[src/include/seq_pkg.sv]
// startup and fault sequencer constants, apb map, state and carrier types
// assumes a single 200 MHz pclk domain; switching rate is a divided tick
package seq_pkg;

  // clock and switching rate
  localparam int SYS_CLK_MHZ      = 200;
  localparam int SW_FREQ_KHZ      = 700;
  localparam int SW_DIV_DEF       = (SYS_CLK_MHZ * 1000) / SW_FREQ_KHZ;

  // sequencing counts, in switching ticks
  localparam int EN_DELAY_TICKS   = 384;
  localparam int SS_TICKS         = 2560;
  localparam int HICCUP_INTERVALS = 3;
  localparam int HICCUP_TICKS     = HICCUP_INTERVALS * SS_TICKS;
  localparam int PG_FILTER_TICKS  = 3;
  localparam int OC_FILTER_TICKS  = 7;
  localparam int SYNC_LOSS_TICKS  = 13;

  // gate timing, in ns and derived pclk cycles
  localparam int DEAD_TIME_NS     = 350;
  localparam int DEAD_CYC         = (DEAD_TIME_NS * SYS_CLK_MHZ + 999) / 1000;
  localparam int GATE_OFF_NS      = 100;
  localparam int GATE_OFF_CYC     = (GATE_OFF_NS * SYS_CLK_MHZ) / 1000;

  // apb map (byte addresses)
  localparam logic [7:0]  ADDR_CTRL    = 8'h00;
  localparam logic [7:0]  ADDR_STATUS  = 8'h04;
  localparam logic [7:0]  ADDR_SSLEVEL = 8'h08;
  localparam logic [7:0]  ADDR_EVENTS  = 8'h0c;
  localparam logic [31:0] CTRL_RESET   = 32'h0000_0001;

  // ctrl bit
  localparam int CTRL_RUN_EN = 0;

  // status bits
  localparam int ST_STATE_LSB = 0;
  localparam int ST_POWER_OK  = 3;
  localparam int ST_CLAMP     = 4;
  localparam int ST_OT        = 5;
  localparam int ST_OC_PULL   = 6;
  localparam int ST_SYNC_LOST = 7;
  localparam int ST_GATES_ON  = 8;
  localparam int ST_EN_PULL   = 9;
  localparam int ST_SINK_ON   = 10;

  // sticky event bits
  localparam int EV_OC   = 0;
  localparam int EV_OV   = 1;
  localparam int EV_OT   = 2;
  localparam int EV_LOCK = 3;
  localparam int EV_UV   = 4;
  localparam int EV_W    = 5;

  typedef enum logic [2:0] {
    st_off,
    st_delay,
    st_soft,
    st_run,
    st_hiccup,
    st_ov_latch
  } seq_state_e;

  // comparator results from the analog front end
  typedef struct packed {
    logic en_high;     // enable line above 0.8 V
    logic ov120;       // output above 120 % of target
    logic ov113;       // output above 113 % of target
    logic below87;     // output below 87 % of target
    logic pg_window;   // output inside power-good window
    logic uv;          // output below -13 % of target
    logic oc_phase;    // per-phase current comparator
    logic share_over;  // share bus above 1.2 V
    logic ot_hot;      // junction above 150 C
    logic ot_cool;     // junction below 125 C
  } sense_s;

  typedef struct packed {
    logic high_side_drive;
    logic low_side_drive;
  } gate_s;

endpackage : seq_pkg

[src/logic/converter_startup_fault_sequencer.sv]
// start-up, soft-start, protection and enable-line handshake sequencer
// assumes all inputs synchronous to pclk; analog comparators supplied in sense
//
// The APB interface to the registers and the register addresses are this design's own decisions.
module converter_startup_fault_sequencer
  import seq_pkg::*;
#(
  parameter int SW_DIV     = SW_DIV_DEF,
  parameter int DELAY_LEN  = EN_DELAY_TICKS,
  parameter int SS_LEN     = SS_TICKS,
  parameter int HICCUP_LEN = HICCUP_TICKS
) (
  // clock and reset
  input  wire logic        pclk,
  input  wire logic        presetn,
  // apb slave
  input  wire logic [7:0]  paddr,
  input  wire logic        psel,
  input  wire logic        penable,
  input  wire logic        pwrite,
  input  wire logic [31:0] pwdata,
  output logic             pready,
  output logic [31:0]      prdata,
  output logic             pslverr,
  // supplies and frequency lock
  input  wire logic        bias_ok,
  input  wire logic        pll_locked,
  input  wire logic        sync_clock_input,
  // shared enable line (open drain, only pulls low)
  output logic             en_line_out,
  output logic             en_line_oe,
  output logic             en_sink_on,
  // comparators and modulator
  input  wire sense_s      sense,
  input  wire logic        pwm_level,
  input  wire logic        pwm_pulse,
  // gate drives and indications
  output gate_s            gates,
  output logic             power_ok_out,
  output logic [11:0]      ss_ref_out
);

  localparam logic [15:0] DIV_LAST    = 16'(SW_DIV - 1);
  localparam logic [15:0] DELAY_LAST  = 16'(DELAY_LEN - 1);
  localparam logic [15:0] SS_LAST     = 16'(SS_LEN - 1);
  localparam logic [15:0] HICCUP_LAST = 16'(HICCUP_LEN - 1);
  localparam logic [11:0] SS_FULL     = 12'(SS_LEN);
  localparam logic [3:0]  SYNC_LIM    = 4'(SYNC_LOSS_TICKS);
  localparam logic [2:0]  OC_LIM      = 3'(OC_FILTER_TICKS);
  localparam logic [1:0]  PG_LIM      = 2'(PG_FILTER_TICKS);
  localparam logic [6:0]  DEAD_LOAD   = 7'(DEAD_CYC);

  // registers
  seq_state_e      state_reg, state_next;
  logic [15:0]     div_reg;
  logic            tick_reg;
  logic [15:0]     cnt_reg, cnt_next;
  logic [11:0]     ss_reg;
  sense_s          sense_q;
  logic            sync_d_reg;
  logic [3:0]      sync_miss_reg;
  logic [2:0]      oc_cnt_reg;
  logic [1:0]      bad_cnt_reg;
  logic            oc_pull_reg, oc_pull_next;
  logic            ot_reg;
  logic            clamp_reg;
  logic            ls_done_reg;
  logic            gates_open_reg;
  logic            hs_reg, ls_reg;
  logic [6:0]      dead_reg;
  logic [31:0]     ctrl_reg;
  logic [EV_W-1:0] events_reg;

  // decode
  wire sync_edge   = sync_clock_input & ~sync_d_reg;
  wire sync_lost   = (sync_miss_reg == SYNC_LIM);
  wire lock_ok     = pll_locked & ~sync_lost;
  wire run_en      = ctrl_reg[CTRL_RUN_EN];
  wire active      = (state_reg == st_soft) || (state_reg == st_run);
  wire oc_declared = active & ((oc_cnt_reg == OC_LIM) | sense_q.share_over);
  wire start_ok    = bias_ok & lock_ok & run_en & ~ot_reg & sense_q.en_high;
  // our own oc pull also lowers the line; do not treat that as a remote disable
  wire line_drop   = ~sense_q.en_high & ~oc_pull_reg;
  wire keep_on     = bias_ok & lock_ok & run_en & ~ot_reg & ~line_drop;
  wire other_fault = oc_pull_reg | ot_reg | ~lock_ok | (state_reg == st_ov_latch);
  wire uv_armed    = (state_reg == st_run) & sense_q.uv & ~other_fault;
  wire pg_bad      = ~sense_q.pg_window | uv_armed;
  wire en_pull     = ot_reg | oc_pull_reg | (state_reg == st_ov_latch);

  // gate demands
  wire want_hs = gates_open_reg & active & pwm_level & ~clamp_reg & ~en_pull;
  wire want_ls = (state_reg == st_ov_latch) ? ~ls_done_reg :
                 clamp_reg ? 1'b1 :
                 (gates_open_reg & active & ~pwm_level & ~en_pull);
  wire hs_next = bias_ok & want_hs & ~ls_reg & (dead_reg == 7'h00);
  wire ls_next = bias_ok & want_ls & ~hs_reg & (dead_reg == 7'h00);
  wire turn_off = (hs_reg & ~hs_next) | (ls_reg & ~ls_next);

  // apb decode
  wire apb_setup  = psel & ~penable;
  wire apb_write  = psel & penable & pwrite;
  wire hit_ctrl   = (paddr == ADDR_CTRL);
  wire hit_status = (paddr == ADDR_STATUS);
  wire hit_ss     = (paddr == ADDR_SSLEVEL);
  wire hit_events = (paddr == ADDR_EVENTS);
  wire hit_any    = hit_ctrl | hit_status | hit_ss | hit_events;

  wire [31:0] status_word = {21'h0, en_sink_on, en_line_oe, gates_open_reg,
                             sync_lost, oc_pull_reg, ot_reg, clamp_reg,
                             power_ok_out, state_reg};
  wire [31:0] rd_word = hit_ctrl   ? ctrl_reg :
                        hit_status ? status_word :
                        hit_ss     ? {20'h0, ss_reg} :
                        hit_events ? {{(32 - EV_W){1'b0}}, events_reg} :
                        32'h0;

  wire [EV_W-1:0] ev_set = {uv_armed & tick_reg & (bad_cnt_reg == PG_LIM),
                            lock_ok ? 1'b0 : pll_locked,
                            sense_q.ot_hot & tick_reg,
                            (state_next == st_ov_latch) & (state_reg != st_ov_latch),
                            oc_declared & tick_reg};
  wire [EV_W-1:0] ev_clr = (apb_write & hit_events) ? pwdata[EV_W-1:0] : {EV_W{1'b0}};

  // sequencer
  always_comb begin
    state_next   = state_reg;
    cnt_next     = cnt_reg;
    oc_pull_next = oc_pull_reg;
    if (!bias_ok) begin
      // supply loss clears state, count and oc pull, latch included
      state_next   = st_off;
      cnt_next     = 16'h0;
      oc_pull_next = 1'b0;
    end else if (tick_reg) begin
      case (state_reg)
        st_off: begin
          cnt_next = 16'h0;
          if (start_ok) begin
            state_next = st_delay;
          end
        end
        st_delay: begin
          cnt_next = cnt_reg + 16'h1;
          if (sense_q.ov120) begin
            state_next = st_ov_latch;
          end else if (!start_ok) begin
            state_next = st_off;
          end else if (cnt_reg == DELAY_LAST) begin
            state_next = st_soft;
            cnt_next   = 16'h0;
          end
        end
        st_soft: begin
          cnt_next = cnt_reg + 16'h1;
          if (oc_declared) begin
            oc_pull_next = 1'b1;
          end
          if (sense_q.ov120) begin
            state_next = st_ov_latch;
          end else if (!keep_on) begin
            state_next   = st_off;
            oc_pull_next = 1'b0;
          end else if (cnt_reg == SS_LAST) begin
            cnt_next   = 16'h0;
            state_next = (oc_pull_reg || oc_declared) ? st_hiccup : st_run;
          end
        end
        st_run: begin
          cnt_next = 16'h0;
          if (sense_q.ov120) begin
            state_next = st_ov_latch;
          end else if (oc_declared) begin
            state_next   = st_hiccup;
            oc_pull_next = 1'b1;
          end else if (!keep_on) begin
            state_next = st_off;
          end
        end
        st_hiccup: begin
          cnt_next     = cnt_reg + 16'h1;
          oc_pull_next = 1'b1;
          if (sense_q.ov120) begin
            state_next = st_ov_latch;
          end else if (!lock_ok || !run_en || ot_reg) begin
            state_next   = st_off;
            oc_pull_next = 1'b0;
          end else if (cnt_reg == HICCUP_LAST) begin
            state_next   = st_soft;
            cnt_next     = 16'h0;
            oc_pull_next = 1'b0;
          end
        end
        st_ov_latch: begin
          cnt_next     = 16'h0;
          oc_pull_next = 1'b0;
        end
        default: begin
          state_next = st_off;
          cnt_next   = 16'h0;
        end
      endcase
    end
  end

  always_ff @(posedge pclk or negedge presetn) begin
    if (!presetn) begin
      state_reg   <= st_off;
      cnt_reg     <= 16'h0;
      oc_pull_reg <= 1'b0;
    end else begin
      state_reg   <= state_next;
      cnt_reg     <= cnt_next;
      oc_pull_reg <= oc_pull_next;
    end
  end

  // switching tick divider and once-per-tick comparator sampling
  always_ff @(posedge pclk or negedge presetn) begin
    if (!presetn) begin
      div_reg  <= 16'h0;
      tick_reg <= 1'b0;
      sense_q  <= '0;
    end else begin
      div_reg  <= (div_reg == DIV_LAST) ? 16'h0 : div_reg + 16'h1;
      tick_reg <= (div_reg == DIV_LAST);
      if (div_reg == DIV_LAST) begin
        sense_q <= sense;
      end
    end
  end

  // sync watchdog, counted in ticks
  always_ff @(posedge pclk or negedge presetn) begin
    if (!presetn) begin
      sync_d_reg    <= 1'b0;
      sync_miss_reg <= 4'h0;
    end else begin
      sync_d_reg <= sync_clock_input;
      if (sync_edge) begin
        sync_miss_reg <= 4'h0;
      end else if (tick_reg && !sync_lost) begin
        sync_miss_reg <= sync_miss_reg + 4'h1;
      end
    end
  end

  // soft-start level: cleared at once when not ramping or running
  always_ff @(posedge pclk or negedge presetn) begin
    if (!presetn) begin
      ss_reg <= 12'h0;
    end else if (!active || state_next == st_off || state_next == st_ov_latch) begin
      ss_reg <= 12'h0;
    end else if (state_reg == st_run) begin
      ss_reg <= SS_FULL;
    end else if (tick_reg && ss_reg != SS_FULL) begin
      ss_reg <= ss_reg + 12'h1;
    end
  end

  // fault filters
  always_ff @(posedge pclk or negedge presetn) begin
    if (!presetn) begin
      oc_cnt_reg  <= 3'h0;
      bad_cnt_reg <= 2'h0;
      ot_reg      <= 1'b0;
      clamp_reg   <= 1'b0;
      ls_done_reg <= 1'b0;
    end else if (tick_reg) begin
      if (!active || !sense_q.oc_phase) begin
        oc_cnt_reg <= 3'h0;
      end else if (oc_cnt_reg != OC_LIM) begin
        oc_cnt_reg <= oc_cnt_reg + 3'h1;
      end
      if (!pg_bad) begin
        bad_cnt_reg <= 2'h0;
      end else if (bad_cnt_reg != PG_LIM) begin
        bad_cnt_reg <= bad_cnt_reg + 2'h1;
      end
      if (sense_q.ot_hot) begin
        ot_reg <= 1'b1;
      end else if (sense_q.ot_cool) begin
        ot_reg <= 1'b0;
      end
      // non-latching clamp shares the sink current among paralleled modules
      if (!sense_q.en_high && sense_q.ov113 && state_reg != st_ov_latch) begin
        clamp_reg <= 1'b1;
      end else if (sense_q.below87 || state_reg == st_ov_latch) begin
        clamp_reg <= 1'b0;
      end
      if (state_reg != st_ov_latch) begin
        ls_done_reg <= 1'b0;
      end else if (sense_q.below87) begin
        ls_done_reg <= 1'b1;
      end
    end
  end

  // prebias gate connect: no pwm demand reaches the drivers before the first pulse; clamp and ov latch drive the low side regardless
  always_ff @(posedge pclk or negedge presetn) begin
    if (!presetn) begin
      gates_open_reg <= 1'b0;
    end else if (!active || oc_pull_reg || !bias_ok) begin
      gates_open_reg <= 1'b0;
    end else if (pwm_pulse) begin
      gates_open_reg <= 1'b1;
    end
  end

  // gate drivers with dead time; turning off is never delayed
  always_ff @(posedge pclk or negedge presetn) begin
    if (!presetn) begin
      hs_reg   <= 1'b0;
      ls_reg   <= 1'b0;
      dead_reg <= 7'h0;
    end else begin
      hs_reg <= hs_next;
      ls_reg <= ls_next;
      if (turn_off) begin
        dead_reg <= DEAD_LOAD;
      end else if (dead_reg != 7'h00) begin
        dead_reg <= dead_reg - 7'h1;
      end
    end
  end

  // pins and indications
  always_ff @(posedge pclk or negedge presetn) begin
    if (!presetn) begin
      gates        <= '0;
      en_line_out  <= 1'b0;
      en_line_oe   <= 1'b0;
      en_sink_on   <= 1'b1;
      power_ok_out <= 1'b0;
      ss_ref_out   <= 12'h0;
    end else begin
      gates.high_side_drive <= hs_next;
      gates.low_side_drive  <= ls_next;
      en_line_out  <= 1'b0;
      en_line_oe   <= en_pull;
      en_sink_on   <= (state_reg == st_off) || (state_reg == st_ov_latch);
      power_ok_out <= (state_reg == st_run) && keep_on &&
                      (bad_cnt_reg != PG_LIM);
      ss_ref_out   <= ss_reg;
    end
  end

  // apb slave: one wait-free access phase, answer registered at setup
  always_ff @(posedge pclk or negedge presetn) begin
    if (!presetn) begin
      pready     <= 1'b0;
      prdata     <= 32'h0;
      pslverr    <= 1'b0;
      ctrl_reg   <= CTRL_RESET;
      events_reg <= '0;
    end else begin
      pready  <= apb_setup;
      prdata  <= (apb_setup && !pwrite) ? rd_word : 32'h0;
      pslverr <= apb_setup && !hit_any;
      if (apb_write && hit_ctrl) begin
        ctrl_reg <= {31'h0, pwdata[CTRL_RUN_EN]};
      end
      // a new event in the clearing cycle survives
      events_reg <= (events_reg & ~ev_clr) | ev_set;
    end
  end

endmodule : converter_startup_fault_sequencer

[config.mk]
export PLATFORM = sky130hd
export DESIGN_NAME = converter_startup_fault_sequencer
export DESIGN_NICKNAME = d
export VERILOG_FILES = /design/src/include/seq_pkg.sv /design/src/logic/converter_startup_fault_sequencer.sv
export SDC_FILE = /design/constraint.sdc
export NUM_CORES = 1
export LEC_CHECK = 0
export ABC_AREA = 1
export BUFFER_PORTS_ARGS = -buffer_cell sky130_fd_sc_hd__buf_2
export CAP_MARGIN = 20
export CELL_PAD_IN_SITES_DETAIL_PLACEMENT = 0
export CELL_PAD_IN_SITES_GLOBAL_PLACEMENT = 2
export CORE_UTILIZATION = 35
export CTS_CLUSTER_DIAMETER = 60
export DETAILED_ROUTE_END_ITERATION = 8
export GPL_TIMING_DRIVEN = 0
export PLACE_DENSITY = 0.94
export SETUP_SLACK_MARGIN = 0.02
export SLEW_MARGIN = 30
export SYNTH_ARGS = -nofsm -noshare
export SYNTH_HDL_FRONTEND = slang
export SYNTH_SLANG_ARGS = --single-unit
[constraint.sdc]
create_clock -name pclk -period 6.4 [get_ports pclk]
set_clock_uncertainty 0.15 [all_clocks]
set_input_delay 0.32 -clock pclk [delete_from_list [all_inputs] [get_ports pclk]]
set_output_delay 0.32 -clock pclk [all_outputs]
set_load 0.01 [all_outputs]
==> key figures <==
Finish
  – Finished Cell Area: about 7500 um2
  – Final Net Count: between 900 and 1,000
  – N_diodes: 0
  – Commonest non-fill, non-tap cell in the layout: nand2_1
  – Area growth, synth to finish: 23.3%
  – Layout cells sized above 1: 19.1%
  – Most frequent cells in the layout: nand2_1, dfrtp_1, inv_1, nor2_1, buf_2
  – Fin cells: 1,085

Route
  – Via density: 4.55
  – Post-route ant nets: 0
  – Drt wl/cell: 12.9 um
  – Drt first pass iters: 5
  – DRC viols: 0
  – Initial DRC count: 207
  – Routed WL: 14,000 um
  – DR vias: approximately 4,900

Placement
  – DP Wirelength: 10,400 um
  – I/O Buffers: 63
  – Placed Cells incl. Taps: between 1,000 and 1,500
  – Area after DPL: about 7000 um2
  – Pre-CTS WS: about 3600 ps
  – Gp weighted congestion: 0.821

Timing
  – Min cycle time layout: about 2800 ps
  – Final Setup Violations: 0
  – RSZ-0062 raised after global routing: no
  – Worst-Margin Slew: about 830 ps
  – Rel. slew slack: 44.0%
  – FMAX: 0.358 GHz
  – Fin Setup TNS: 0 ps
  – Period utilization: 43.6%
  – Slew Limit Fails: 0
  – Hold WS: 37.7 ps
  – Final Hold Vio Count: 0
  – Setup ws final: 3610 ps

Synth
  – Syn avg cell area: ~8.3 um2
  – Post-synth EDFFs: 0
  – Ys async rst share: 100%
  – Largest family of logic cells by synthesized area: simple AND/OR/NAND/NOR gates
  – Ys flop type: dfrtp_1
  – Xor/xnor share of the synthesized area: 3.88%
  – Synth Area in Adders: around 2.3%
  – Yosys warns: 0
  – Sequential area share after synthesis: 48.0%
  – Post-Syn Area: 6100 um2
  – Count of cell types in the netlist: 54
  – Mux share of post-synthesis cell area: 0.164%
  – Post-synthesis instance total: 734
  – Simple-gate portion of the synthesized area: 26.4%
  – Compound-Gate Fraction of Synth Area: 8.80%
  – Synth Register Bits: 117

Power
  – Seq pwr share: 43.0%
  – PD cells: roughly 230 nW/um2
  – Clk pwr share: a little over half
  – Combinational share of power: 3.8%
  – Lkg Pwr: 3.77 nW
  – Switching pwr: 0.416 mW
  – Net Sw Frac: 24.1%
  – P_int: 1.31 mW
  – Worst IR Drop VDD: just under 0.2 mV

Clocking
  – Worst-Skew Late Latency: ~420 ps
  – CTS tree: yes
  – Inserted Clock Buffers: 17
  – Clock Root Buffer: clkbuf_16
  – CTS max path bufs: 2
  – Clock sinks: around 120
  – Post-CTS Setup Bufs: 0
  – CTS clk-pin slew, worst paths: 60 ps
  – Htree depth: 4

Global routing
  – GRT Residual Overflow: 0
  – Largest net degree at the start of global routing: 87
  – Vias in the first global route: approximately 4,700
  – GRT Util Overall: 16.8%
  – Global-route wire length before repair: around 23,000 um
  – Initial antenna violation count: 0

Status
  – Status: completed

Worst setup path
  – Crit Path Category: flop to flop
  – Crit. End Element: flop
  – WP data required: roughly 6500 ps
  – CP delay by family, top: simple AND/OR/NAND/NOR gates
  – Cell mode on critical path: nand3_1
  – Worst Path Arrival: 2920 ps
  – CP cell instances: ha_1 -> nand3_1 -> nand2_1 -> nor2_2 -> nand3_1 -> inv_1 -> nand4_1 -> a21oi_1 -> nand3_1 -> nand3_1 -> buf_4 -> mux2i_1
  – Slowest CP cell: dfrtp_1
  – Maximum fanout along the worst path: 10
  – Nature of the critical path startpoint: flop
  – CP max stage delay: roughly 400 ps
  – CP Buf/Inv Count: 2

Job
  – Maxcap violations: 0

Hold path
  – Hold crit path type: primary input to flop

Floorplanning
  – Die Ht: 134 um
  – DIE AREA: 18,000 um2
  – I/O Pins: 112
  – Initial Utilization: 36.3%
  – Die Wd: between 100 and 150 um
  – Core Rows: 47
  – Core area: 16,800 um2
## routing by layer
metal | track usage, % | part of all wire (%) | vias up
met5 | 0 | 0 | -
met4 | 6.68 | 1.4 | 0
met3 | 3.85 | 4.3 | 16
met2 | 25.1 | 44 | 105
met1 | 23.6 | 51 | 2254
li1 | - | - | 2562
## repair_timing
item	4_1_cts	5_1_grt
hold buffers	15	0
resized for setup	0	0
hold endpoints to repair	44	0
## cell usage after synthesis (4+ instances only)
cell type  instances  share of area (%)
nand2_1          159                9.8
dfrtp_1          115                 47
inv_1            109                6.7
nor2_1            72                4.4
nand3_1           36                3.0
o21ai_0           36                3.0
buf_4             24                3.0
xor2_1            23                3.3
a21oi_1           19                1.6
nor3_1            18                1.5
nand4_1           14                1.4
ha_1              11                2.3
nor2_2            11                1.1
nor4_1             9               0.92
nand2_2            6               0.62
o22ai_1            6               0.62
o211ai_1           5               0.62
clkbuf_1           4               0.25
xnor2_1            4               0.57
## power groups by stage
stage | sequential, mW | combinational [mW] | clock, mW
floorplan | 0.757 | 0.0251 | 0
global placement | 0.756 | 0.0580 | 0
detailed placement | 0.756 | 0.0604 | 0
CTS | 0.743 | 0.0678 | 0.941
global route | 0.743 | 0.0749 | 0.974
finish | 0.743 | 0.0662 | 0.919
## final cells by class
| class | count | area (um2) |
|---|---|---|
| buffer | 31 | 209 |
| clock buffer | 17 | 425 |
| timing repair buffer | 79 | 503 |
| multi-input combinational | 493 | 2610 |
| inverter | 113 | 427 |
| fill | 1715 | 9290 |
| tap | 220 | 275 |
| sequential | 117 | 2930 |
| clock inverter | 15 | 145 |
## final timing paths
path	depth (start not counted)	from	endpoint	slack (ps)
hold / removal	3	pwm_pulse	gates_open_reg$_DFFE_PN0P_	40
setup reg to reg	12	sync_miss_reg[0]$_DFFE_PN0P_	cnt_reg[0]$_DFFE_PN0P_	3610
min in group asynchronous	2	presetn	dead_reg[3]$_DFFE_PN0P_	200
hold reg to reg	0	ss_reg[1]$_DFFE_PN0P_	ss_ref_out[1]$_DFF_PN0_	270
max in group asynchronous	3	presetn	oc_cnt_reg[2]$_DFFE_PN0P_	5210
setup / recovery	12	sync_miss_reg[0]$_DFFE_PN0P_	cnt_reg[0]$_DFFE_PN0P_	3610
## cell families (layout without fill, tap and decap cells)
| group | after synthesis | in the layout |
|---|---|---|
| other | 1 | 21 |
| AOI/OAI and AO/OA | 88 | 88 |
| DFF | 117 | 117 |
| and+or+nand+nor | 345 | 345 |
| xor gates and xnor gates | 27 | 27 |
| adders and majority gates | 11 | 11 |
| buffers and inverters | 144 | 255 |
| muxes | 1 | 1 |
## tightest hold or removal path: stages
cell	delay [ps]
buf_2	110
nor2_1	80
nor4_1	50
## through the flow
step	total power [mW]	utilization [%]
floorplan	0.782	-
global route	1.79	44.7
finish	1.73	44.7
global placement	0.814	40.2
detailed placement	0.816	40.5
CTS	1.75	44.7
Note: power is estimated with default switching activity, not from simulation.
